<file path="src/include/abe_map.svh">
// Offsets, flag positions, reset values and cycle counts of the execute block
`ifndef ABE_MAP_SVH
`define ABE_MAP_SVH

// ==========================================================
// I/O register offsets
`define ABE_OFS_STACK_POINTER_LOW  6'h3D
`define ABE_OFS_STACK_POINTER_HIGH 6'h3E
`define ABE_OFS_STATUS_FLAGS       6'h3F

// ==========================================================
// Status flag positions
`define ABE_FLAG_C 0
`define ABE_FLAG_Z 1
`define ABE_FLAG_N 2
`define ABE_FLAG_V 3
`define ABE_FLAG_S 4
`define ABE_FLAG_H 5
`define ABE_FLAG_T 6
`define ABE_FLAG_I 7

// ==========================================================
// Reset values and cycle counts
`define ABE_RST_STATUS_FLAGS 8'h00
`define ABE_RST_STACK_POINTER 16'h0000
`define ABE_CYC_SHORT 2'h1
`define ABE_CYC_WORD  2'h2
`define ABE_CYC_JUMP  2'h2
`define ABE_CYC_TAKEN 2'h2
`define ABE_CYC_CALL  2'h3

`endif

</file>
<file path="src/include/abe_pkg.sv">
// Types shared by the execute block and its users
package abe_pkg;

   // ==========================================================
   // Operation codes
   typedef enum logic [4:0] {
      OP_ADD_REGS, OP_ADD_WITH_CARRY,
      OP_MINUS, OP_MINUS_WITH_BORROW,
      OP_WORD_PLUS_IMMEDIATE, OP_WORD_MINUS_IMMEDIATE,
      OP_CONJUNCTION, OP_DISJUNCTION, OP_EXCLUSIVE_DISJUNCTION,
      OP_CLEAR_BITS_MASK, OP_SET_BITS_MASK,
      OP_INCREMENT, OP_DECREMENT, OP_ZERO_SIGN_PROBE, OP_ZERO_REGISTER,
      OP_COMPARE_REGS, OP_COMPARE_WITH_BORROW,
      OP_JUMP_VIA_POINTER, OP_CALL_VIA_POINTER,
      OP_SKIP_WHEN_EQUAL, OP_SKIP_REG_BIT_CLEAR, OP_SKIP_REG_BIT_SET,
      OP_SKIP_IO_BIT_CLEAR, OP_SKIP_IO_BIT_SET,
      OP_BRANCH_FLAG_SET, OP_BRANCH_FLAG_CLEAR,
      OP_BRANCH_SIGNED_GEQ, OP_BRANCH_SIGNED_LESS
   } abe_op_t;

   // ==========================================================
   // Sequencer states
   typedef enum logic {
      ST_IDLE,
      ST_BUSY
   } abe_state_t;

endpackage

</file>
<file path="src/logic/abe_execute.sv">
// Arithmetic, logic, compare, skip and branch execute unit with status and stack registers
`timescale 1ns/1ps
`include "abe_map.svh"

module abe_execute #(
   parameter int PCW = 16
) (
   // Clock, reset, enable
   input  wire logic                 clk,
   input  wire logic                 rst,
   input  wire logic                 ce,
   // Instruction issue
   input  wire logic                 issue,
   input  wire abe_pkg::abe_op_t     op,
   input  wire logic [7:0]           rd_val,
   input  wire logic [7:0]           rr_val,
   input  wire logic [7:0]           rd_hi_val,
   input  wire logic [5:0]           word_imm,
   input  wire logic [2:0]           bit_sel,
   input  wire logic [7:0]           io_bit_val,
   input  wire logic [6:0]           branch_ofs,
   input  wire logic                 next_is_long,
   input  wire logic [PCW-1:0]       pc_in,
   input  wire logic [15:0]          z_ptr,
   output logic                      ready,
   // Results
   output logic                      done,
   output logic                      rd_we,
   output logic [7:0]                rd_wdata,
   output logic                      rd_hi_we,
   output logic [7:0]                rd_hi_wdata,
   output logic                      pc_load,
   output logic [PCW-1:0]            pc_next,
   // Return address stack writes
   output logic                      stack_we,
   output logic [15:0]               stack_addr,
   output logic [7:0]                stack_wdata,
   // I/O register port
   input  wire logic [5:0]           io_addr,
   input  wire logic                 io_we,
   input  wire logic [7:0]           io_wdata,
   output logic [7:0]                io_rdata,
   output logic [7:0]                status_flags,
   output logic [15:0]               stack_pointer
);

   // ==========================================================
   // Byte arithmetic, result {c, h, v, r}
   function automatic logic [10:0] add8(input logic [7:0] a, input logic [7:0] b,
                                        input logic cin);
      logic [7:0] r;
      logic       c;
      logic       h;
      logic       v;
      r = a + b + {7'h00, cin};
      c = (a[7] & b[7]) | (b[7] & ~r[7]) | (~r[7] & a[7]);
      h = (a[3] & b[3]) | (b[3] & ~r[3]) | (~r[3] & a[3]);
      v = (a[7] & b[7] & ~r[7]) | (~a[7] & ~b[7] & r[7]);
      return {c, h, v, r};
   endfunction

   function automatic logic [10:0] sub8(input logic [7:0] a, input logic [7:0] b,
                                        input logic bin);
      logic [7:0] r;
      logic       c;
      logic       h;
      logic       v;
      r = a - b - {7'h00, bin};
      c = (~a[7] & b[7]) | (b[7] & r[7]) | (r[7] & ~a[7]);
      h = (~a[3] & b[3]) | (b[3] & r[3]) | (r[3] & ~a[3]);
      v = (a[7] & ~b[7] & ~r[7]) | (~a[7] & b[7] & r[7]);
      return {c, h, v, r};
   endfunction

   // ==========================================================
   // State
   abe_pkg::abe_state_t state_r;
   logic [1:0]          rem_r;
   logic [7:0]          status_flags_r;
   logic [15:0]         stack_pointer_r;
   logic [7:0]          res_pend_r;
   logic [7:0]          hi_pend_r;
   logic                wr_lo_pend_r;
   logic                wr_hi_pend_r;
   logic [PCW-1:0]      pc_pend_r;
   logic [7:0]          flg_pend_r;
   logic [15:0]         ret_addr_r;
   logic                call_r;
   logic                done_r;
   logic                rd_we_r;
   logic [7:0]          rd_wdata_r;
   logic                rd_hi_we_r;
   logic [7:0]          rd_hi_wdata_r;
   logic [PCW-1:0]      pc_next_r;
   logic                stack_we_r;
   logic [15:0]         stack_addr_r;
   logic [7:0]          stack_wdata_r;
   logic [7:0]          io_rdata_r;

   // ==========================================================
   // Decode
   logic [7:0]     res_nxt;
   logic [7:0]     hi_nxt;
   logic           wr_lo_nxt;
   logic           wr_hi_nxt;
   logic [PCW-1:0] pc_nxt;
   logic [7:0]     flg_nxt;
   logic [1:0]     cyc_nxt;
   logic           cond;

   wire logic [10:0]    sum_w   = add8(rd_val, rr_val,
                                       op == abe_pkg::OP_ADD_WITH_CARRY &&
                                       status_flags_r[`ABE_FLAG_C]);
   wire logic           borrow  = status_flags_r[`ABE_FLAG_C] &&
                                  (op == abe_pkg::OP_MINUS_WITH_BORROW ||
                                   op == abe_pkg::OP_COMPARE_WITH_BORROW);
   wire logic [10:0]    dif_w   = sub8(rd_val, rr_val, borrow);
   wire logic [15:0]    word_in = {rd_hi_val, rd_val};
   wire logic           word_up = (op == abe_pkg::OP_WORD_PLUS_IMMEDIATE);
   wire logic [15:0]    word_r  = word_up ? word_in + {10'h000, word_imm}
                                          : word_in - {10'h000, word_imm};
   wire logic [PCW-1:0] pc_seq  = pc_in + PCW'(1);
   wire logic [PCW-1:0] pc_skip = pc_in + (next_is_long ? PCW'(3) : PCW'(2));
   wire logic [PCW-1:0] pc_rel  = pc_in + PCW'({{9{branch_ofs[6]}}, branch_ofs}) + PCW'(1);
   wire logic           nv_xor  = status_flags_r[`ABE_FLAG_N] ^ status_flags_r[`ABE_FLAG_V];
   wire logic           accept  = ce && issue && state_r == abe_pkg::ST_IDLE;
   wire logic           fin     = ce && state_r == abe_pkg::ST_BUSY && rem_r == 2'h1;
   wire logic           commit  = (accept && cyc_nxt == `ABE_CYC_SHORT) || fin;
   wire logic           use_pnd = (state_r == abe_pkg::ST_BUSY);
   wire logic [7:0]     c_flg   = use_pnd ? flg_pend_r : flg_nxt;
   wire logic           io_sel_f = io_addr == `ABE_OFS_STATUS_FLAGS;
   wire logic           io_sel_l = io_addr == `ABE_OFS_STACK_POINTER_LOW;
   wire logic           io_sel_h = io_addr == `ABE_OFS_STACK_POINTER_HIGH;

   always_comb begin
      res_nxt   = rd_val;
      hi_nxt    = rd_hi_val;
      wr_lo_nxt = 1'b0;
      wr_hi_nxt = 1'b0;
      pc_nxt    = pc_seq;
      flg_nxt   = status_flags_r;
      cyc_nxt   = `ABE_CYC_SHORT;
      cond      = 1'b0;
      case (op)
         abe_pkg::OP_ADD_REGS, abe_pkg::OP_ADD_WITH_CARRY: begin
            res_nxt   = sum_w[7:0];
            wr_lo_nxt = 1'b1;
            flg_nxt[`ABE_FLAG_C] = sum_w[10];
            flg_nxt[`ABE_FLAG_H] = sum_w[9];
            flg_nxt[`ABE_FLAG_V] = sum_w[8];
         end
         abe_pkg::OP_MINUS, abe_pkg::OP_MINUS_WITH_BORROW,
         abe_pkg::OP_COMPARE_REGS, abe_pkg::OP_COMPARE_WITH_BORROW: begin
            res_nxt   = dif_w[7:0];
            wr_lo_nxt = (op == abe_pkg::OP_MINUS || op == abe_pkg::OP_MINUS_WITH_BORROW);
            flg_nxt[`ABE_FLAG_C] = dif_w[10];
            flg_nxt[`ABE_FLAG_H] = dif_w[9];
            flg_nxt[`ABE_FLAG_V] = dif_w[8];
         end
         abe_pkg::OP_WORD_PLUS_IMMEDIATE, abe_pkg::OP_WORD_MINUS_IMMEDIATE: begin
            res_nxt   = word_r[7:0];
            hi_nxt    = word_r[15:8];
            wr_lo_nxt = 1'b1;
            wr_hi_nxt = 1'b1;
            cyc_nxt   = `ABE_CYC_WORD;
            flg_nxt[`ABE_FLAG_V] = word_up ? (~rd_hi_val[7] & word_r[15])
                                           : (rd_hi_val[7] & ~word_r[15]);
            flg_nxt[`ABE_FLAG_C] = word_up ? (rd_hi_val[7] & ~word_r[15])
                                           : (~rd_hi_val[7] & word_r[15]);
         end
         abe_pkg::OP_CONJUNCTION, abe_pkg::OP_ZERO_SIGN_PROBE: begin
            // The probe tests one register against itself, whatever rr carries
            res_nxt   = rd_val & (op == abe_pkg::OP_ZERO_SIGN_PROBE ? rd_val : rr_val);
            wr_lo_nxt = (op == abe_pkg::OP_CONJUNCTION);
         end
         abe_pkg::OP_DISJUNCTION, abe_pkg::OP_SET_BITS_MASK: begin
            res_nxt   = rd_val | rr_val;
            wr_lo_nxt = 1'b1;
         end
         abe_pkg::OP_EXCLUSIVE_DISJUNCTION: begin
            res_nxt   = rd_val ^ rr_val;
            wr_lo_nxt = 1'b1;
         end
         abe_pkg::OP_CLEAR_BITS_MASK: begin
            res_nxt   = rd_val & (8'hFF - rr_val);
            wr_lo_nxt = 1'b1;
         end
         abe_pkg::OP_INCREMENT: begin
            res_nxt   = rd_val + 8'h01;
            wr_lo_nxt = 1'b1;
         end
         abe_pkg::OP_DECREMENT: begin
            res_nxt   = rd_val - 8'h01;
            wr_lo_nxt = 1'b1;
         end
         abe_pkg::OP_ZERO_REGISTER: begin
            res_nxt   = 8'h00;
            wr_lo_nxt = 1'b1;
         end
         abe_pkg::OP_JUMP_VIA_POINTER: begin
            pc_nxt  = PCW'(z_ptr);
            cyc_nxt = `ABE_CYC_JUMP;
         end
         abe_pkg::OP_CALL_VIA_POINTER: begin
            pc_nxt  = PCW'(z_ptr);
            cyc_nxt = `ABE_CYC_CALL;
         end
         abe_pkg::OP_SKIP_WHEN_EQUAL:   cond = (rd_val == rr_val);
         abe_pkg::OP_SKIP_REG_BIT_CLEAR: cond = ~rr_val[bit_sel];
         abe_pkg::OP_SKIP_REG_BIT_SET:  cond = rr_val[bit_sel];
         abe_pkg::OP_SKIP_IO_BIT_CLEAR: cond = ~io_bit_val[bit_sel];
         abe_pkg::OP_SKIP_IO_BIT_SET:   cond = io_bit_val[bit_sel];
         abe_pkg::OP_BRANCH_FLAG_SET:   cond = status_flags_r[bit_sel];
         abe_pkg::OP_BRANCH_FLAG_CLEAR: cond = ~status_flags_r[bit_sel];
         abe_pkg::OP_BRANCH_SIGNED_GEQ: cond = ~nv_xor;
         abe_pkg::OP_BRANCH_SIGNED_LESS: cond = nv_xor;
         default: ;
      endcase
      // Shared Z,N and, for logic ops, cleared V; skip and branch targets and cycle counts
      case (op)
         abe_pkg::OP_WORD_PLUS_IMMEDIATE, abe_pkg::OP_WORD_MINUS_IMMEDIATE: begin
            flg_nxt[`ABE_FLAG_Z] = (word_r == 16'h0000);
            flg_nxt[`ABE_FLAG_N] = word_r[15];
            flg_nxt[`ABE_FLAG_S] = word_r[15] ^ flg_nxt[`ABE_FLAG_V];
         end
         abe_pkg::OP_MINUS_WITH_BORROW, abe_pkg::OP_COMPARE_WITH_BORROW: begin
            // Borrow chain keeps Z only while every byte was zero
            flg_nxt[`ABE_FLAG_Z] = (res_nxt == 8'h00) & status_flags_r[`ABE_FLAG_Z];
            flg_nxt[`ABE_FLAG_N] = res_nxt[7];
         end
         abe_pkg::OP_ADD_REGS, abe_pkg::OP_ADD_WITH_CARRY,
         abe_pkg::OP_MINUS, abe_pkg::OP_COMPARE_REGS: begin
            flg_nxt[`ABE_FLAG_Z] = (res_nxt == 8'h00);
            flg_nxt[`ABE_FLAG_N] = res_nxt[7];
         end
         abe_pkg::OP_INCREMENT, abe_pkg::OP_DECREMENT: begin
            flg_nxt[`ABE_FLAG_Z] = (res_nxt == 8'h00);
            flg_nxt[`ABE_FLAG_N] = res_nxt[7];
            flg_nxt[`ABE_FLAG_V] = (op == abe_pkg::OP_INCREMENT) ? (res_nxt == 8'h80)
                                                                  : (res_nxt == 8'h7F);
         end
         abe_pkg::OP_CONJUNCTION, abe_pkg::OP_ZERO_SIGN_PROBE, abe_pkg::OP_DISJUNCTION,
         abe_pkg::OP_SET_BITS_MASK, abe_pkg::OP_EXCLUSIVE_DISJUNCTION,
         abe_pkg::OP_CLEAR_BITS_MASK, abe_pkg::OP_ZERO_REGISTER: begin
            flg_nxt[`ABE_FLAG_Z] = (res_nxt == 8'h00);
            flg_nxt[`ABE_FLAG_N] = res_nxt[7];
            flg_nxt[`ABE_FLAG_V] = 1'b0;
         end
         abe_pkg::OP_SKIP_WHEN_EQUAL, abe_pkg::OP_SKIP_REG_BIT_CLEAR,
         abe_pkg::OP_SKIP_REG_BIT_SET, abe_pkg::OP_SKIP_IO_BIT_CLEAR,
         abe_pkg::OP_SKIP_IO_BIT_SET: begin
            pc_nxt  = cond ? pc_skip : pc_seq;
            cyc_nxt = cond ? `ABE_CYC_TAKEN : `ABE_CYC_SHORT;
         end
         abe_pkg::OP_BRANCH_FLAG_SET, abe_pkg::OP_BRANCH_FLAG_CLEAR,
         abe_pkg::OP_BRANCH_SIGNED_GEQ, abe_pkg::OP_BRANCH_SIGNED_LESS: begin
            pc_nxt  = cond ? pc_rel : pc_seq;
            cyc_nxt = cond ? `ABE_CYC_TAKEN : `ABE_CYC_SHORT;
         end
         default: ;
      endcase
   end

   // ==========================================================
   // Sequencer and pending result
   always_ff @(posedge clk) begin
      if (rst) begin
         state_r <= abe_pkg::ST_IDLE;
         rem_r   <= 2'h0;
         call_r  <= 1'b0;
      end else if (accept && cyc_nxt != `ABE_CYC_SHORT) begin
         state_r <= abe_pkg::ST_BUSY;
         rem_r   <= cyc_nxt - 2'h1;
         call_r  <= (op == abe_pkg::OP_CALL_VIA_POINTER);
      end else if (ce && state_r == abe_pkg::ST_BUSY) begin
         rem_r <= rem_r - 2'h1;
         if (rem_r == 2'h1) begin
            state_r <= abe_pkg::ST_IDLE;
            call_r  <= 1'b0;
         end
      end
   end

   always_ff @(posedge clk) begin
      if (rst) begin
         res_pend_r   <= 8'h00;
         hi_pend_r    <= 8'h00;
         wr_lo_pend_r <= 1'b0;
         wr_hi_pend_r <= 1'b0;
         pc_pend_r    <= '0;
         flg_pend_r   <= 8'h00;
         ret_addr_r   <= 16'h0000;
      end else if (accept) begin
         res_pend_r   <= res_nxt;
         hi_pend_r    <= hi_nxt;
         wr_lo_pend_r <= wr_lo_nxt;
         wr_hi_pend_r <= wr_hi_nxt;
         pc_pend_r    <= pc_nxt;
         flg_pend_r   <= flg_nxt;
         ret_addr_r   <= 16'(pc_seq);
      end
   end

   // ==========================================================
   // Committed outputs
   always_ff @(posedge clk) begin
      if (rst) begin
         done_r        <= 1'b0;
         rd_we_r       <= 1'b0;
         rd_hi_we_r    <= 1'b0;
         pc_next_r     <= '0;
         rd_wdata_r    <= 8'h00;
         rd_hi_wdata_r <= 8'h00;
      end else if (ce) begin
         done_r     <= commit;
         rd_we_r    <= commit && (use_pnd ? wr_lo_pend_r : wr_lo_nxt);
         rd_hi_we_r <= commit && (use_pnd ? wr_hi_pend_r : wr_hi_nxt);
         if (commit) begin
            pc_next_r     <= use_pnd ? pc_pend_r : pc_nxt;
            rd_wdata_r    <= use_pnd ? res_pend_r : res_nxt;
            rd_hi_wdata_r <= use_pnd ? hi_pend_r : hi_nxt;
         end
      end
   end

   // ==========================================================
   // Status flags and stack pointer; commit beats a flag port write, a push beats a stack pointer port write
   always_ff @(posedge clk) begin
      if (rst) begin
         status_flags_r <= `ABE_RST_STATUS_FLAGS;
      end else if (ce) begin
         if (commit) begin
            status_flags_r <= c_flg;
         end else if (io_we && io_sel_f) begin
            status_flags_r <= io_wdata;
         end
      end
   end

   // Return address goes out low byte first, low byte on accept, high byte in the first busy cycle
   wire logic push_lo = accept && op == abe_pkg::OP_CALL_VIA_POINTER;
   wire logic push_hi = ce && call_r && rem_r == 2'h2;

   always_ff @(posedge clk) begin
      if (rst) begin
         stack_pointer_r <= `ABE_RST_STACK_POINTER;
         stack_we_r      <= 1'b0;
         stack_addr_r    <= 16'h0000;
         stack_wdata_r   <= 8'h00;
      end else if (ce) begin
         stack_we_r <= push_lo || push_hi;
         if (push_lo || push_hi) begin
            stack_addr_r    <= stack_pointer_r;
            stack_wdata_r   <= push_lo ? pc_seq[7:0] : ret_addr_r[15:8];
            stack_pointer_r <= stack_pointer_r - 16'h0001;
         end else if (io_we && io_sel_l) begin
            stack_pointer_r[7:0] <= io_wdata;
         end else if (io_we && io_sel_h) begin
            stack_pointer_r[15:8] <= io_wdata;
         end
      end
   end

   always_ff @(posedge clk) begin
      if (rst) begin
         io_rdata_r <= 8'h00;
      end else if (ce) begin
         io_rdata_r <= io_sel_f ? status_flags_r :
                       io_sel_l ? stack_pointer_r[7:0] :
                       io_sel_h ? stack_pointer_r[15:8] : 8'h00;
      end
   end

   // ==========================================================
   // Output wiring
   assign ready         = (state_r == abe_pkg::ST_IDLE);
   assign done          = done_r;
   assign pc_load       = done_r;
   assign pc_next       = pc_next_r;
   assign rd_we         = rd_we_r;
   assign rd_wdata      = rd_wdata_r;
   assign rd_hi_we      = rd_hi_we_r;
   assign rd_hi_wdata   = rd_hi_wdata_r;
   assign stack_we      = stack_we_r;
   assign stack_addr    = stack_addr_r;
   assign stack_wdata   = stack_wdata_r;
   assign io_rdata      = io_rdata_r;
   assign status_flags  = status_flags_r;
   assign stack_pointer = stack_pointer_r;

endmodule
</file>
<file path="config.mk">
export PLATFORM = sky130hd
export DESIGN_NAME = abe_execute
export DESIGN_NICKNAME = d
export VERILOG_FILES = /design/src/include/abe_pkg.sv /design/src/logic/abe_execute.sv
export VERILOG_INCLUDE_DIRS = /design/src /design/src/include
export SDC_FILE = /design/constraint.sdc
export NUM_CORES = 1
export LEC_CHECK = 0
export ABC_CLOCK_PERIOD_IN_PS = 4700
export BUFFER_PORTS_ARGS = -buffer_cell sky130_fd_sc_hd__buf_2
export CAP_MARGIN = 5
export CORE_MARGIN = 2
export CORE_UTILIZATION = 37
export DETAILED_ROUTE_END_ITERATION = 8
export GPL_TIMING_DRIVEN = 1
export SLEW_MARGIN = 30
export SYNTH_ARGS = -nofsm -noshare
export SYNTH_HDL_FRONTEND = slang
export SYNTH_SLANG_ARGS = --single-unit
</file>
<file path="constraint.sdc">
create_clock -name clk -period 4.7 [get_ports clk]
set_clock_uncertainty 0.2 [all_clocks]
set_input_delay 0.235 -clock clk [delete_from_list [all_inputs] [get_ports clk]]
set_output_delay 0.235 -clock clk [all_outputs]
set_load 0.02 [all_outputs]
</file>
# Word-level counts from Yosys, hierarchy flattened
# Index checks and enable logic that the tools add are counted.
# totals
ff_bits	154
inputBits	105
out_inout_bits	94
wordCells	232
# op_classes
addsub	16
n_lt_le_gt_ge	1
eq_ne	39
mux	52
bitwise	50
n_reduce_logical	50
# ops
operator	n
$mux 8	14
$mux 16	6
$pmux 8 s10	1
$eq 5x5->1 const B	12
$eq 5x4->1 const B	8
$add 16x1->16 const B	2
$pmux 16 s2	1
$and 1x1->1	21
$eq 5x3->1 const B	4
$eq 6x6->1 const B	3
$add 16x16->16	1
$add 16x2->16	1
$add 16x6->16	1
$and 8x8->8	2
$logic_and 1x1->1	16
$logic_not 16->1	1
$sub 16x1->16 const B	1
$sub 16x6->16	1
$mux 1	15
$reduce_or 2->1	7
$not 1->1	13
$reduce_or 13->1	1
$reduce_or 11->1	1
$eq 5x2->1 const B	2
39 further kinds	73

# Longest topological paths before layout
# logic_depth
word_depth	12
ltp_mapped	20
depth_no_buf	18

# Worst setup path after synthesis
# No wires, ideal clock.
# synth_path
path_type	input port to flip-flop
startpoint	input op[3]
endpoint	register status_flags_r[2] (netlist: status_flags[2])
setup_time_ps	137
t_arrival_ps	3808
required_time_ps	4363
setup_slack_ps	554
cell_stages	19
path_buffers	1
cell_sequence	buf_2 nor4_1 nand3_1 fa_1 nor2b_1 o21a_1 o21ai_0 nand2b_1 a21o_1 a21o_1 a21oi_1 fa_1 o221ai_1 nor2_1 o221ai_1 nor2_1 o21ai_1 a2111oi_0 o32ai_1
# synth_via
elab_chain_cells	9
word_cells_on_any_way	58
cone_classes	2 x add/sub; 28 x eq/ne; 10 x mux; 1 x bitwise; 17 x reduce/logical
# synth_lines
item	line	rtl
start, declared	abe_execute.sv:14	input wire abe_pkg::abe_op_t op,
parallel branches: the longest is 9 deep, another holds $sub 8x1->8	-	
end signal, assigned	abe_execute.sv:330	status_flags_r <= `ABE_RST_STATUS_FLAGS;
end signal, assigned	abe_execute.sv:333	status_flags_r <= c_flg;
end signal, assigned	abe_execute.sv:335	status_flags_r <= io_wdata;
end, declared	abe_execute.sv:79	logic [7:0] status_flags_r;
# Parallel ways; which one is timed is not known. The select of a mux whose other input is x is not followed.
# A chain may end at the register's enable or synchronous reset.

# Worst setup path after layout
# layout_path
startpoint	register status_flags_r[0] (netlist: status_flags[0])
endpoint	register status_flags_r[2] (netlist: status_flags[2])
# layout_via
elab_chain_cells	11
word_cells_on_any_way	19
cone_classes	2 x add/sub; 1 x eq/ne; 9 x mux; 1 x bitwise; 6 x reduce/logical
# layout_lines
item	line	rtl
$bmux 1 s3	abe_execute.sv:213, abe_execute.sv:214	
$mux 1 (implied by the code)	abe_execute.sv:213, abe_execute.sv:214	
$not 1->1	abe_execute.sv:214	abe_pkg::OP_BRANCH_FLAG_CLEAR: cond = ~status_flags_r[bit_sel];
$pmux 1 s9	abe_execute.sv:144	case (op)
$mux 2 (no source line)	-	
$mux 2	-	
$eq 2x1->1 (no source line)	-	
$logic_and 1x1->1 (no source line)	-	
$logic_or 1x1->1	abe_execute.sv:128	wire logic commit = (accept && cyc_nxt == `ABE_CYC_SHORT) || fin;
$reduce_bool 2->1 (no source line)	-	
$reduce_and 2->1 (no source line)	-	
# Several ways; a longest one is shown, not always the timed one. The select of a mux whose other input is x is not followed.

==> results_dict.tcl <==
set metrics [dict create \
    total_power_mw 3.716 \
    slew_headroom 0.3670 \
    irDropWorstVdd_v 0.0002349 \
    initial_core_util 0.3779 \
    met3WireLength_um 2796 \
    dr_wl_met2_um 18760 \
    fmax_mhz 237.9 \
    min_period_ns 4.204 \
    drive_gt1_frac 0.1714 \
    drtPass1Iterations 5 \
    criticalPathCategory "register to register" \
    netlist_area_um2 11990 \
    die_w_um 184.0 \
    placed_cells 2117 \
    synth.top_cells.by_count "199 x nand2_1, 169 x nor2_1, 146 x dfxtp_1, 134 x a21oi_1, 86 x o21ai_0" \
    post-route-drc-count 0 \
    synth.distinct_cells 91 \
    avgSynthCellArea_um2 7.538 \
    syn_inst 1590 \
    cts_buffer_depth 2 \
    ys_ff_latch 146 \
    antenna_found_initial 3 \
    tightest_slew_ns 0.9375 \
    cts_max_level 4 \
    antenna_left 0 \
    core_um2 31720 \
    syn_to_final_growth_pct 15.55 \
    wirelength_met1_um 19130 \
    yosys.cell_count.top_type "nand2_1" \
    worstSetupStartpointType "register" \
    synth_top_area_cell "dfxtp_1" \
    wl_per_cell_um 19.17 \
    worstPathRequired_ns 4.79 \
    status "completed" \
    layout_setup_ws_ns 0.4963 \
    gp_congestion 0.9397 \
    yosys-top-cells-area "dfxtp_1 24%, ha_1 7.8%, nand2_1 6.2%, a21oi_1 5.6%, nor2_1 5.3%" \
    synth_edf_count 0 \
    rows 65 \
    hold_viol_final 0 \
    ys.flop_type "dfxtp_1" \
    p_per_area_nw_per_um2 268.3 \
    ios 199 \
    cellLeakagePower_nw 5.670 \
    via_count 12550 \
    setup_violations 0 \
    clock_latency_ns 0.42 \
    hold_class "input port to register" \
    grt_pass1_vias 11560 \
    hold_path_depth 3 \
    clockRootBuffer "clkbuf_16" \
    highest-signal-layer "met4" \
    dieArea_um2 33850 \
    place_ws_ns 0.2939 \
    tns_ns 0 \
    fill_cells 3265 \
    cp_max_fo 5 \
    grt_first_pass_wirelength_um 64820 \
    dr.first_iter.drc_count 1050 \
    routed_wl_um 41310 \
    fin_hold_ws_ns 0.02070 \
    cts_resized 0 \
    slew_violations 0 \
    fin_crit_sh 0.8944 \
    syn_nets 1779 \
    routed_via_density 5.825 \
    rsz0062_at_grt "false" \
    seq_area_frac_synth 0.2439 \
    overflow 0 \
    hpwlAfterDp_um 31310 \
    async_flop_share 0 \
    critPathCaptureType "register" \
    grt_max_degree 79 \
    clock_sinks 146 \
    die_h_um 184.0 \
    instances_no_fill 2155 \
    cts_made_buffers 17 \
    yosysWarnings 0 \
    path_clk_slew_ns 0.06 \
    ff2ff_path_depth 17 \
    cts_tree "done" \
    fin_nets 1926 \
    maxCapViolations 0 \
    port_buffers 198 \
    track_usage 0.2409 \
    synth_top_area_frac 0.2439 \
    crit_arrival_ns 4.29 \
]
==> critical path: stages, from the launching register on <==
cell and delay [ns]:
dfxtp_1 0.54, nand3_1 0.16, fa_1 0.43, nor2b_1 0.13, o21a_1 0.14, o21ai_0 0.14
nand2b_1 0.11, a21o_1 0.12, a21o_1 0.10, a21oi_1 0.07, fa_1 0.53, o221ai_1 0.13
nor2_1 0.15, o221ai_1 0.12, nor2_1 0.19, o21ai_1 0.19, a2111oi_0 0.48, o32ai_1 0.13
==> metal layers <==
layer,up-vias,global-route usage
met5,-,0
met4,0,0.05376
met3,53,0.03942
met2,463,0.3851
met1,5912,0.3393
li1,6124,-
==> placed cells by master (no fill, tap or decap), drive strengths merged, types with 8 or more instances in the layout <==
master,synthesis,final
o221ai,10,10
nand4,12,12
dfxtp,146,146
nand2,199,199
mux2,8,8
buf,40,231
nand2b,25,25
xor2,36,36
and2,12,12
fa,9,9
nor2,170,170
o211ai,39,39
nor2b,16,16
nand3,35,35
a211oi,63,63
o21a,16,16
o22ai,16,16
and3,19,19
a22oi,8,8
nor3,49,49
a221oi,13,13
ha,75,75
o21ai,92,92
a21oi,135,135
mux2i,29,29
a31oi,15,15
nor4,11,11
inv,49,51
nor3b,11,11
xnor2,25,25
or3,15,15
a211o,9,9
a21o,13,13
clkbuf,66,21
==> cells by family (layout without fill, tap and decap cells) <==
logic type / Yosys count / count (layout) / share of synthesized area
AND/OR/NAND/NOR: 602 / 602 / 0.2383
AO/OA/AOI/OAI: 496 / 496 / 0.2738
buffers and inverters: 156 / 316 / 0.05773
flip-flops: 146 / 146 / 0.2439
adder cells (fa/ha/maj): 84 / 84 / 0.09333
XOR/XNOR: 63 / 63 / 0.04833
multiplexers: 43 / 43 / 0.04458
other: 0 / 3 / 0
==> area by class of cell <==
type	count	area, um2	share of cell area
clock buffer	21	460.4	0.03325
clock inverter	11	105.1	0.007589
tap	402	503.0	0.03632
sequential	146	2924	0.2111
antenna	3	7.507	0.0005421
timing repair buffer	234	1271	0.09179
inverter	50	187.7	0.01355
multi-input combinational	1288	8391	0.6058
==> power breakdown <==
part           switching, mW  total, mW  internal [mW]  leakage (nW)
combinational          0.666       1.07          0.400          4.21
clock                  0.548       1.31          0.758         0.266
sequential            0.0447       1.34           1.30          1.19
total                   1.26       3.72           2.46          5.67
==> registers in the layout, indices dropped and copies added (netlist names), 16 cells and up <==
name           count
pc_next           16
stack_pointer     16
stack_addr        16
pc_pend_r         16
==> path summary, 6_finish.rpt <==
kind / start / to / slack, ns
worst max register to register: status_flags[0]$_SDFFE_PP0P_ / status_flags[2]$_SDFFE_PP0P_ / 0.50
worst max-delay path: status_flags[0]$_SDFFE_PP0P_ / status_flags[2]$_SDFFE_PP0P_ / 0.50
worst min register to register: stack_addr[6]$_SDFFE_PP0P_ / stack_addr[6]$_SDFFE_PP0P_ / 0.25
worst min-delay path: io_wdata[0] / stack_pointer[8]$_SDFFE_PP0P_ / 0.02
==> per-stage QoR <==
stage | util | area [um2]
global route | 0.4366 | 13850
global placement | 0.4175 | 13240
CTS | 0.4363 | 13840
detailed placement | 0.4175 | 13240
finish | 0.4366 | 13850
floorplan | - | 11990
==> timing repair <==
action	CTS	global route
hold buffers	3	0
buffers inserted	0	0
setup endpoints to repair	0	0
endpoints found under the hold margin	4	0
(Power assumes the default switching activity.)
